===== config.mk =====
export PLATFORM = sky130hd
export DESIGN_NAME = dmc_top
export DESIGN_NICKNAME = d
export VERILOG_FILES = /design/src/dmc_pkg.sv /design/src/dmc_chan_if.sv /design/src/dmc_fifo.sv /design/src/dmc_channel.sv /design/src/dmc_top.sv
export VERILOG_INCLUDE_DIRS = /design/src
export SDC_FILE = /design/constraint.sdc
export NUM_CORES = 1
export LEC_CHECK = 0
export ABC_AREA = 1
export CAP_MARGIN = 20
export CORE_UTILIZATION = 59
export DETAILED_ROUTE_END_ITERATION = 10
export DONT_BUFFER_PORTS = 1
export HOLD_SLACK_MARGIN = 0.02
export PLACE_DENSITY_LB_ADDON = 0.1
export SLEW_MARGIN = 20
export SYNTH_ARGS = -nofsm -noshare
export SYNTH_HDL_FRONTEND = slang
export SYNTH_SLANG_ARGS = --single-unit

===== constraint.sdc =====
create_clock -name clk_i -period 3.1 [get_ports clk_i]
set_input_delay 0.155 -clock clk_i [delete_from_list [all_inputs] [get_ports clk_i]]
set_output_delay 0.155 -clock clk_i [all_outputs]
set_load 0.02 [all_outputs]

===== src/dmc_map.svh =====
// Purpose: register offsets, field positions and reset values of the DMA controller
// Assumes: five register-select lines, byte-wide register port
// Notes:   definitions only
`ifndef DMC_MAP_SVH
`define DMC_MAP_SVH

// ****************************************
// register indices
// ****************************************
`define DMC_OFS_ADDR_HI  2'h0
`define DMC_OFS_ADDR_LO  2'h1
`define DMC_OFS_CNT_HI   2'h2
`define DMC_OFS_CNT_LO   2'h3
`define DMC_REG_CHCTL0   5'h10
`define DMC_REG_CHCTL3   5'h13
`define DMC_REG_PRIO     5'h14
`define DMC_REG_IRQCTL   5'h15
`define DMC_REG_CHAIN    5'h16

// ****************************************
// field positions
// ****************************************
`define DMC_CC_DIR       0
`define DMC_CC_MODE_LO   1
`define DMC_CC_MODE_HI   2
`define DMC_CC_DOWN      3
`define DMC_CC_BUSY      6
`define DMC_CC_DONE      7
`define DMC_PRIO_ROTATE  7
`define DMC_IRQ_FLAG     7
`define DMC_CHAIN_EN     0
`define DMC_CHAIN_CH_LO  1
`define DMC_CHAIN_CH_HI  2
`define DMC_CHAIN_TWO    3

// ****************************************
// mode codes and reset values
// ****************************************
`define DMC_MODE_HALT    2'h0
`define DMC_MODE_STR     2'h1
`define DMC_MODE_BURST   2'h2
`define DMC_CTL_RESET    8'h00
`define DMC_FIFO_DEPTH   4

`endif


===== src/dmc_pkg.sv =====
// Purpose: shared types of the DMA controller
// Assumes: nothing
// Notes:   constants live in dmc_map.svh
package dmc_pkg;
  typedef enum logic [1:0] {ST_IDLE, ST_REQ, ST_XFER, ST_HOLD} dmc_state_t;

  typedef struct packed {
    logic [4:0] addr;
    logic [7:0] data;
  } dmc_wr_t;

  typedef struct packed {
    logic       cs_n;
    logic       rw;
    logic [4:0] addr;
    logic [7:0] data;
    logic [3:0] req;
    logic       grant;
  } dmc_pins_t;
endpackage : dmc_pkg


===== src/dmc_chan_if.sv =====
// Purpose: carrier between the engine and one channel register pair
// Assumes: one clock
// Notes:   ctrl side drives writes and steps, chan side returns contents
`timescale 1ns/1ps
interface dmc_chan_if;
  logic        wr_en;
  logic [1:0]  wr_sel;
  logic [7:0]  wr_data;
  logic        step;
  logic        down;
  logic        chain_en;
  logic [15:0] chain_addr;
  logic [15:0] chain_cnt;
  logic [15:0] addr;
  logic [15:0] cnt;
  modport ctrl (output wr_en, wr_sel, wr_data, step, down, chain_en, chain_addr, chain_cnt,
                input addr, cnt);
  modport chan (input wr_en, wr_sel, wr_data, step, down, chain_en, chain_addr, chain_cnt,
                output addr, cnt);
endinterface : dmc_chan_if


===== src/dmc_fifo.sv =====
// Purpose: small first-in first-out buffer with valid/ready on both sides
// Assumes: depth of at least two
// Notes:   read data come straight out of the storage flops
`timescale 1ns/1ps
module dmc_fifo #(
  parameter int WIDTH = 13,
  parameter int DEPTH = 4
) (
  input  logic             clk_i,
  input  logic             reset_i,
  input  logic             in_valid_i,
  output logic             in_ready_o,
  input  logic [WIDTH-1:0] in_data_i,
  output logic             out_valid_o,
  input  logic             out_ready_i,
  output logic [WIDTH-1:0] out_data_o
);
  localparam int PW = $clog2(DEPTH);
  localparam int CW = $clog2(DEPTH + 1);

  typedef struct packed {
    logic [DEPTH-1:0][WIDTH-1:0] mem;
    logic [PW-1:0]               wp;
    logic [PW-1:0]               rp;
    logic [CW-1:0]               cnt;
  } dmc_fifo_state_t;

  dmc_fifo_state_t state_reg;
  dmc_fifo_state_t state_next;
  logic            push;
  logic            pop;

  assign in_ready_o  = state_reg.cnt != CW'(DEPTH);
  assign out_valid_o = state_reg.cnt != '0;
  assign out_data_o  = state_reg.mem[state_reg.rp];
  assign push        = in_valid_i && in_ready_o;
  assign pop         = out_valid_o && out_ready_i;

  always_comb begin
    state_next = state_reg;
    if (push) begin
      state_next.mem[state_reg.wp] = in_data_i;
      state_next.wp = (state_reg.wp == PW'(DEPTH - 1)) ? '0 : state_reg.wp + PW'(1);
    end
    if (pop) begin
      state_next.rp = (state_reg.rp == PW'(DEPTH - 1)) ? '0 : state_reg.rp + PW'(1);
    end
    state_next.cnt = state_reg.cnt + CW'(push) - CW'(pop);
    if (reset_i) begin
      state_next.wp  = '0;
      state_next.rp  = '0;
      state_next.cnt = '0;
    end
  end

  always_ff @(posedge clk_i) begin
    state_reg <= state_next;
  end
endmodule : dmc_fifo


===== src/dmc_channel.sv =====
// Purpose: address and byte count of one channel
// Assumes: writes and steps never coincide
// Notes:   contents survive reset on purpose
`timescale 1ns/1ps
`include "dmc_map.svh"
module dmc_channel (
  input logic   clk_i,
  dmc_chan_if.chan bus
);
  typedef struct packed {
    logic [15:0] addr;
    logic [15:0] cnt;
  } dmc_chan_state_t;

  dmc_chan_state_t state_reg;
  dmc_chan_state_t state_next;

  assign bus.addr = state_reg.addr;
  assign bus.cnt  = state_reg.cnt;

  always_comb begin
    state_next = state_reg;
    if (bus.wr_en) begin
      case (bus.wr_sel)
        `DMC_OFS_ADDR_HI: state_next.addr[15:8] = bus.wr_data;
        `DMC_OFS_ADDR_LO: state_next.addr[7:0]  = bus.wr_data;
        `DMC_OFS_CNT_HI:  state_next.cnt[15:8]  = bus.wr_data;
        default:          state_next.cnt[7:0]   = bus.wr_data;
      endcase
    end else if (bus.step) begin
      // one byte done: count down, address in the chosen direction
      state_next.cnt  = state_reg.cnt - 16'h0001;                       // [RULE27]
      state_next.addr = bus.down ? state_reg.addr - 16'h0001
                                 : state_reg.addr + 16'h0001;           // [RULE3]
      if (bus.chain_en && state_reg.cnt == 16'h0001) begin
        state_next.addr = bus.chain_addr;                               // [RULE9]
        state_next.cnt  = bus.chain_cnt;
      end
    end
  end

  always_ff @(posedge clk_i) begin
    state_reg <= state_next;
  end
endmodule : dmc_channel


===== src/dmc_top.sv =====
// Purpose: four-channel byte DMA controller, register port and bus engine
// Assumes: clk_i is the unstretched memory phase-2 clock
// Notes:   all input pins pass two flops; register writes queue in a small buffer
// How it works
// RULE1: fifteen registers, eight of them sixteen bits, rest byte control
// RULE2: per channel address, count, control; shared priority, interrupt, chain
// RULE3: channel control selects direction, mode and address step direction
// RULE4: each channel runs stretch steal, halt steal or halt burst
// RULE5: channel control shows read-only busy and done bits
// RULE6: priority register enables requests, picks fixed or rotating order
// RULE7: count reaching zero gives block end and enabled interrupt
// RULE8: interrupt enables and the interrupt flag live in one register
// RULE9: chaining reloads chosen channel from channel 3 at zero count
// RULE10: winning request raises bus request; on grant acknowledge and move byte
// RULE11: while owning bus drive address, read/write and a strobe
// RULE12: reset clears all but address and count registers
// RULE13: software programs a channel before enabling its request
// RULE14: stretch steal drops stretch request, waits grant, one byte
// RULE15: the system floats the processor bus off the grant
// RULE16: halt steal drops halt request, grant is bus-available, one byte
// RULE17: halt burst keeps processor halted until the count is zero
// RULE18: data drivers float except on processor register reads
// RULE19: select/ack-B drives only in DMA, four-channel mode
// RULE20: the processor qualifies chip select with valid memory access
// RULE21: register access uses five address lines, read/write, chip select
// RULE22: low address lines select registers, output the address in DMA
// RULE23: read/write in DMA follows bit 0 of channel control
// RULE24: serviced channel is encoded on ack-B high bit and ack-A low
// RULE25: interrupt/end line goes low during the final byte
// RULE26: requests sampled while idle, not again until the transfer ends
// RULE27: each byte counts down by one and steps the address
`timescale 1ns/1ps
`include "dmc_map.svh"
module dmc_top #(
  parameter int FIFO_DEPTH = `DMC_FIFO_DEPTH
) (
  input  logic        clk_i,
  input  logic        reset_i,
  input  logic [7:0]  data_i,
  output logic [7:0]  data_o,
  output logic        data_oe_o,
  input  logic [4:0]  addr_lo_i,
  output logic [15:0] addr_o,
  output logic        addr_oe_o,
  input  logic        rw_i,
  output logic        rw_o,
  output logic        rw_oe_o,
  input  logic        select_or_ack_b_i,
  output logic        select_or_ack_b_o,
  output logic        select_or_ack_b_oe_o,
  output logic        ack_a_out_o,
  output logic        transfer_strobe_n_o,
  input  logic [3:0]  channel_request_in_i,
  output logic        irq_or_block_end_n_o,
  output logic        stretch_request_n_o,
  output logic        halt_request_n_o,
  input  logic        bus_grant_in_i,
  output logic        reg_write_ready_o
);
  import dmc_pkg::*;

  // ****************************************
  // state
  // ****************************************
  typedef struct packed {
    dmc_pins_t       s1;
    dmc_pins_t       s2;
    dmc_state_t      st;
    logic [1:0]      sel;
    logic [1:0]      last;
    logic [3:0][3:0] ctl;
    logic [3:0]      done;
    logic [7:0]      prio;
    logic [3:0]      ien;
    logic [7:0]      chain;
    logic            sel_prev;
    logic [7:0]      dout;
  } dmc_top_state_t;

  dmc_top_state_t  state_reg;
  dmc_top_state_t  state_next;

  dmc_chan_if      ch_if[4] ();
  logic [3:0][15:0] ch_addr;
  logic [3:0][15:0] ch_cnt;
  logic [3:0]      wr_v;
  logic [3:0]      step_v;
  logic [3:0]      busy;
  logic [7:0]      wr_data;
  logic [1:0]      wr_sel;

  logic            bus_own;
  logic            sel_now;
  logic            rd;
  logic            wr_start;
  logic            last_byte;
  logic [1:0]      mode;
  logic            irq_flag;
  logic            two_ch;
  logic            fifo_ready;
  logic            fifo_valid;
  logic            pop_ready;
  logic [$bits(dmc_wr_t)-1:0] fifo_out;
  dmc_wr_t         wq;

  // ****************************************
  // channel registers
  // ****************************************
  for (genvar i = 0; i < 4; i++) begin : g_ch
    assign ch_if[i].wr_en      = wr_v[i];
    assign ch_if[i].wr_sel     = wr_sel;
    assign ch_if[i].wr_data    = wr_data;
    assign ch_if[i].step       = step_v[i];
    assign ch_if[i].down       = state_reg.ctl[i][`DMC_CC_DOWN];
    assign ch_if[i].chain_en   = state_reg.chain[`DMC_CHAIN_EN] &&
                                 state_reg.chain[`DMC_CHAIN_CH_HI:`DMC_CHAIN_CH_LO] == 2'(i);
    assign ch_if[i].chain_addr = ch_addr[3];
    assign ch_if[i].chain_cnt  = ch_cnt[3];
    assign ch_addr[i]          = ch_if[i].addr;
    assign ch_cnt[i]           = ch_if[i].cnt;
    assign busy[i]             = state_reg.st != ST_IDLE && state_reg.sel == 2'(i);  // [RULE5]
    dmc_channel u_ch (
      .clk_i (clk_i),
      .bus   (ch_if[i])
    );
  end

  // ****************************************
  // register write queue
  // ****************************************
  // writes wait here while a byte cycle owns the count/address registers
  dmc_fifo #(
    .WIDTH ($bits(dmc_wr_t)),
    .DEPTH (FIFO_DEPTH)
  ) u_fifo (
    .clk_i       (clk_i),
    .reset_i     (reset_i),
    .in_valid_i  (wr_start),
    .in_ready_o  (fifo_ready),
    .in_data_i   ({state_reg.s2.addr, state_reg.s2.data}),
    .out_valid_o (fifo_valid),
    .out_ready_i (pop_ready),
    .out_data_o  (fifo_out)
  );

  assign wq                = dmc_wr_t'(fifo_out);
  assign reg_write_ready_o = fifo_ready;
  assign pop_ready         = state_reg.st != ST_XFER;
  assign wr_data           = wq.data;
  assign wr_sel            = wq.addr[1:0];

  // ****************************************
  // decode
  // ****************************************
  assign bus_own   = state_reg.st == ST_XFER;
  assign two_ch    = state_reg.chain[`DMC_CHAIN_TWO];
  assign mode      = state_reg.ctl[state_reg.sel][`DMC_CC_MODE_HI:`DMC_CC_MODE_LO];  // [RULE4]
  assign last_byte = ch_cnt[state_reg.sel] == 16'h0001;
  assign sel_now   = !state_reg.s2.cs_n && !bus_own;                 // [RULE21]
  assign rd        = sel_now && state_reg.s2.rw;
  assign wr_start  = sel_now && !state_reg.s2.rw && !state_reg.sel_prev;
  assign irq_flag  = |(state_reg.done & state_reg.ien);              // [RULE7]

  // lowest offset from the base wins
  function automatic logic [2:0] pick(input logic [3:0] r, input logic [1:0] base);
    logic [2:0] res;
    logic [1:0] idx;
    res = 3'h0;
    for (int k = 3; k >= 0; k--) begin
      idx = base + 2'(k);
      if (r[idx]) begin
        res = {1'b1, idx};
      end
    end
    return res;
  endfunction : pick

  function automatic logic [7:0] read_mux(input dmc_top_state_t s,
                                          input logic [3:0][15:0] a,
                                          input logic [3:0][15:0] c,
                                          input logic [3:0] b,
                                          input logic f);
    logic [7:0] v;
    v = 8'h00;
    if (!s.s2.addr[4]) begin
      case (s.s2.addr[1:0])
        `DMC_OFS_ADDR_HI: v = a[s.s2.addr[3:2]][15:8];
        `DMC_OFS_ADDR_LO: v = a[s.s2.addr[3:2]][7:0];
        `DMC_OFS_CNT_HI:  v = c[s.s2.addr[3:2]][15:8];
        default:          v = c[s.s2.addr[3:2]][7:0];
      endcase
    end else if (s.s2.addr <= `DMC_REG_CHCTL3) begin
      v = {s.done[s.s2.addr[1:0]], b[s.s2.addr[1:0]], 2'h0, s.ctl[s.s2.addr[1:0]]};  // [RULE5]
    end else if (s.s2.addr == `DMC_REG_PRIO) begin
      v = s.prio;
    end else if (s.s2.addr == `DMC_REG_IRQCTL) begin
      v = {f, 3'h0, s.ien};  // [RULE8] [RULE1]
    end else if (s.s2.addr == `DMC_REG_CHAIN) begin
      v = s.chain;
    end
    return v;
  endfunction : read_mux

  // ****************************************
  // next state
  // ****************************************
  always_comb begin
    logic [3:0] dset;
    logic [3:0] dclr;
    logic [2:0] win;
    logic [1:0] base;
    dset       = 4'h0;
    dclr       = 4'h0;
    win        = 3'h0;
    base       = 2'h0;
    wr_v       = 4'h0;
    step_v     = 4'h0;
    state_next = state_reg;

    // pins enter through two flops
    state_next.s1.cs_n  = select_or_ack_b_oe_o ? 1'b1 : select_or_ack_b_i;  // [RULE19]
    state_next.s1.rw    = rw_i;
    state_next.s1.addr  = addr_lo_i;
    state_next.s1.data  = data_i;
    state_next.s1.req   = channel_request_in_i;
    state_next.s1.grant = bus_grant_in_i;
    state_next.s2       = state_reg.s1;
    state_next.sel_prev = sel_now;

    // processor reads; a read of channel control acknowledges done
    if (rd) begin
      state_next.dout = read_mux(state_reg, ch_addr, ch_cnt, busy, irq_flag);
      if (!state_reg.sel_prev && state_reg.s2.addr[4] &&
          state_reg.s2.addr <= `DMC_REG_CHCTL3) begin
        dclr[state_reg.s2.addr[1:0]] = 1'b1;
      end
    end

    // queued processor writes
    if (fifo_valid && pop_ready) begin
      if (!wq.addr[4]) begin
        wr_v[wq.addr[3:2]] = 1'b1;                                   // [RULE2]
      end else if (wq.addr <= `DMC_REG_CHCTL3) begin
        state_next.ctl[wq.addr[1:0]] = wq.data[3:0];                 // [RULE3]
      end else if (wq.addr == `DMC_REG_PRIO) begin
        state_next.prio = wq.data;                                   // [RULE6]
      end else if (wq.addr == `DMC_REG_IRQCTL) begin
        state_next.ien = wq.data[3:0];                               // [RULE8]
      end else if (wq.addr == `DMC_REG_CHAIN) begin
        state_next.chain = wq.data;                                  // [RULE9]
      end
    end

    // transfer engine
    case (state_reg.st)
      ST_IDLE: begin
        // requests only arbitrated here, so the strobed channel holds
        base = state_reg.prio[`DMC_PRIO_ROTATE] ? state_reg.last + 2'h1 : 2'h0;  // [RULE6]
        win  = pick(state_reg.s2.req & state_reg.prio[3:0], base);   // [RULE26]
        if (win[2]) begin
          state_next.sel = win[1:0];
          state_next.st  = ST_REQ;                                   // [RULE10]
        end
      end
      ST_REQ: begin
        if (state_reg.s2.grant) begin
          state_next.st = ST_XFER;                                   // [RULE10]
        end
      end
      ST_XFER: begin
        step_v[state_reg.sel] = 1'b1;                                // [RULE27]
        state_next.last       = state_reg.sel;
        if (last_byte) begin
          dset[state_reg.sel] = 1'b1;                                // [RULE7]
          state_next.st       = ST_IDLE;
        end else if (mode == `DMC_MODE_BURST) begin
          state_next.st = ST_HOLD;                                   // [RULE17]
        end else begin
          state_next.st = ST_IDLE;                                   // [RULE14] [RULE16]
        end
      end
      ST_HOLD: begin
        // burst keeps the processor halted between bytes
        if (state_reg.s2.req[state_reg.sel] && state_reg.s2.grant) begin
          state_next.st = ST_XFER;                                   // [RULE17]
        end
      end
      default: begin
        state_next.st = ST_IDLE;
      end
    endcase

    // a completion in the same cycle as its read keeps the flag
    state_next.done = (state_reg.done & ~dclr) | dset;

    if (reset_i) begin
      state_next.st       = ST_IDLE;                                 // [RULE12]
      state_next.sel      = 2'h0;
      state_next.last     = 2'h0;
      state_next.ctl      = '0;
      state_next.done     = 4'h0;
      state_next.prio     = `DMC_CTL_RESET;
      state_next.ien      = 4'h0;
      state_next.chain    = `DMC_CTL_RESET;
      state_next.sel_prev = 1'b0;
      state_next.dout     = 8'h00;
      state_next.s1       = '1;
      state_next.s2       = '1;
    end
  end

  always_ff @(posedge clk_i) begin
    state_reg <= state_next;
  end

  // ****************************************
  // pins
  // ****************************************
  assign data_o               = state_reg.dout;
  assign data_oe_o            = rd;                                  // [RULE18]
  assign addr_o               = ch_addr[state_reg.sel];              // [RULE22]
  assign addr_oe_o            = bus_own;                             // [RULE11]
  assign rw_o                 = state_reg.ctl[state_reg.sel][`DMC_CC_DIR];  // [RULE23]
  assign rw_oe_o              = bus_own;                             // [RULE11]
  assign transfer_strobe_n_o  = !bus_own;                            // [RULE11]
  assign ack_a_out_o          = bus_own && state_reg.sel[0];         // [RULE24]
  assign select_or_ack_b_o    = state_reg.sel[1];                    // [RULE24]
  assign select_or_ack_b_oe_o = bus_own && !two_ch;                  // [RULE19]
  // block end during the last byte, interrupt afterwards while enabled
  assign irq_or_block_end_n_o = !(irq_flag || (bus_own && last_byte));  // [RULE25]
  assign stretch_request_n_o  = !(state_reg.st == ST_REQ && mode == `DMC_MODE_STR);  // [RULE14]
  assign halt_request_n_o     = !(mode != `DMC_MODE_STR &&
                                  (state_reg.st == ST_REQ ||
                                   (mode == `DMC_MODE_BURST &&
                                    (state_reg.st == ST_HOLD ||
                                     (bus_own && !last_byte)))));    // [RULE16] [RULE17]
endmodule : dmc_top


==> flow_metrics.tcl <==
set metrics [dict create \
    fin_skew_ps 17.8 \
    top_usage_layer "met2" \
    die-height_um 177 \
    maxSlewHeadroom 0.393 \
    slew_violations 0 \
    cp.arrival_ps 2940 \
    wl_per_cell_um 24.0 \
    area_growth_pct 10.3 \
    period_minus_slack_ps 3100 \
    grt_antenna_before_repair 0 \
    antenna_cells 0 \
    pin_count 58 \
    worst-setup-path-type "flop to primary output" \
    drive_above_1_share 0.0980 \
    gp_congestion 1.06 \
    synth_edf_count 180 \
    worstHoldPathCells 2 \
    fmax_mhz 323 \
    cts_root_buffer "clkbuf_16" \
    ys_top_cells_by_count "523 x nand2_1, 245 x o21ai_0, 213 x nor2_1, 208 x a21oi_1, 190 x inv_1" \
    synthArstFlopShare 0 \
    vias 17993 \
    hold_path.class "primary input to flop" \
    num_rows 63 \
    gr-usage-met2 0.672 \
    io_buffers 0 \
    synth_flop_cell "edfxtp_1" \
    path_max_fanout 11 \
    synth_nets 2443 \
    worstRegToRegCells 6 \
    synth_cells 2345 \
    nFillCells 2553 \
    grt_max_degree 69 \
    first_pass_iters 6 \
    finalHoldViolations 0 \
    worstSkewPairLatency_ps 580 \
    cts.sinks 282 \
    critPathRequiredTime_ps 2940 \
    synth_area_um2 18100 \
    final_nets 2482 \
    grt_pass1_vias 16830 \
    synthTopCellsByArea "edfxtp_1 30%, dfxtp_1 11%, nand2_1 11%" \
    numCtsBuffers 31 \
    fp.dieW_um 177 \
    cts_tree "built" \
    gr-usage-met1 0.522 \
    vias_per_cell 6.43 \
    initialDrtViolationCount 2279 \
    synth_top_area_frac 0.298 \
    met3_usage 0.0775 \
    h-tree-depth 1 \
    worst_slew_pin_slew_ps 909 \
    coreArea_um2 30000 \
    end_kind "primary output" \
    cellLeakagePower_nw 8.55 \
    grt_use_total 0.423 \
    grt_pass1_wl_um 98800 \
    rsz0062_at_grt "no" \
    drc_errors 0 \
    synth.ff_latch_count 282 \
    drt_wl_total_um 67100 \
    ant_nets 0 \
    fin_crit_sh 0.999 \
    max_cap_violations 0 \
    initial_core_util 0.605 \
    run_status "finished clean" \
    die_area_um2 31400 \
    final_util 0.667 \
    power.total_mw 14.6 \
    dp_hpwl_um 49100 \
    cts_max_path_buffers 3 \
    largest_reg_flops 82 \
    syn-mean-instance-area_um2 7.73 \
    yosysSeqAreaShare 0.411 \
    setup_viol 0 \
    cts.clk_slew.worst_paths_ps 60 \
    setup_tns_ps 0 \
    hold_ws_ps 196 \
    fin_area_um2 20000 \
    synth.most_common_cell "nand2_1" \
    worst_setup_path_start_kind "flop" \
    overflow 0 \
    synth_top_cell_by_area "edfxtp_1" \
    max-vdd-ir-drop_v 0.000734 \
    yosys_warnings 0 \
    power.density_nw_per_um2 728 \
    place_area_um2 18600 \
    synth_cell_types 56 \
]
critical path, stage by stage (launching register included):
cell	delay, ps
dfxtp_2	480
inv_1	150
nand2_1	300
clkinvlp_2	690
a22oi_1	400
o211ai_1	360
repair_timing:
action	CTS	global route
gates cloned	0	1
hold buffers	23	0
resized for setup	1	2
setup buffers	0	2
endpoints found under the hold margin	68	0
setup endpoints to repair	2	3
area by class of cell:
class | count | area (um^2) | share of cell area
multi-input cells | 1763 | 9390 | 0.470
flip-flops and latches | 282 | 7450 | 0.373
clock buffers | 40 | 925 | 0.0463
inverters | 213 | 815 | 0.0408
repair buffers | 92 | 766 | 0.0383
well taps | 390 | 488 | 0.0244
clock inverters | 18 | 151 | 0.00757
repair inverters | 1 | 5.00 | 0.000250
power by group:
group | leakage [nW] | internal [mW] | switching, mW
clock | 0.526 | 2.21 | 1.67
combinational | 5.58 | 1.56 | 4.00
sequential | 2.45 | 4.64 | 0.467
cell families after synthesis:
family | share of synthesized area
XOR/XNOR | 0.0266
buffers and inverters | 0.0713
AO/OA/AOI/OAI | 0.193
adder cells (fa/ha/maj) | 0.0545
flip-flops | 0.411
AND/OR/NAND/NOR | 0.244
through the flow:
step	std cells	setup slack, ps
2_1_floorplan	2345	843
3_3_place_gp	2715	472
3_5_place_dp	2715	531
4_1_cts	2796	99.5
5_1_grt	2799	51.7
6_report	2799	2.45
layout by cell type, fill, tap and decap left out, types with 4 or more instances in the layout:
master | synthesis | final
a211oi_1 | 6 | 6
inv_1 | 190 | 189
inv_6 | 1 | 6
o221ai_1 | 10 | 10
o22ai_1 | 13 | 13
nor2_1 | 213 | 213
dlygate4sd3_1 | 0 | 22
edfxtp_1 | 180 | 180
fa_1 | 5 | 5
clkbuf_16 | 0 | 35
dfxtp_1 | 102 | 100
clkinvlp_4 | 0 | 5
or2_2 | 45 | 45
o21ai_1 | 20 | 20
nand4_1 | 34 | 34
a32oi_2 | 4 | 4
a21oi_1 | 208 | 208
nor2_4 | 4 | 4
o21ai_0 | 245 | 245
nand3b_1 | 8 | 8
xor2_1 | 44 | 44
nor3_1 | 14 | 14
a31oi_1 | 9 | 9
inv_2 | 16 | 15
a21o_1 | 19 | 19
inv_4 | 1 | 5
nand2_2 | 9 | 9
o211ai_1 | 21 | 21
ha_1 | 71 | 71
buf_4 | 16 | 69
a22oi_1 | 45 | 45
clkinv_1 | 4 | 4
nand3_1 | 140 | 140
nand3_2 | 4 | 4
xnor2_1 | 11 | 11
nor2_2 | 9 | 9
nand2_1 | 523 | 523
clkinv_2 | 1 | 5
layer usage:
metal  vias to the layer above  share of wire
met2                      1187           0.45
met3                       298           0.10
met4                         0          0.081
met5                         -              0
li1                       8179              -
met1                      8329           0.37
path summary, 6_finish.rpt:
| kind | startpoint | endpoint | slack, ps |
|---|---|---|---|
| hold / removal | data_i[0] | state_reg[80]$_SDFF_PP1_ | 200 |
| setup / recovery | select_or_ack_b_o$_SDFFE_PP0P_ | addr_o[2] | 2 |
| setup reg to reg | select_or_ack_b_o$_SDFFE_PP0P_ | g_ch[1].u_ch.bus.cnt[5]$_DFFE_PP_ | 410 |
| hold reg to reg | state_reg[88]$_SDFF_PP1_ | state_reg[68]$_SDFF_PP1_ | 410 |
No activity file was read; power rests on OpenSTA's default activity.
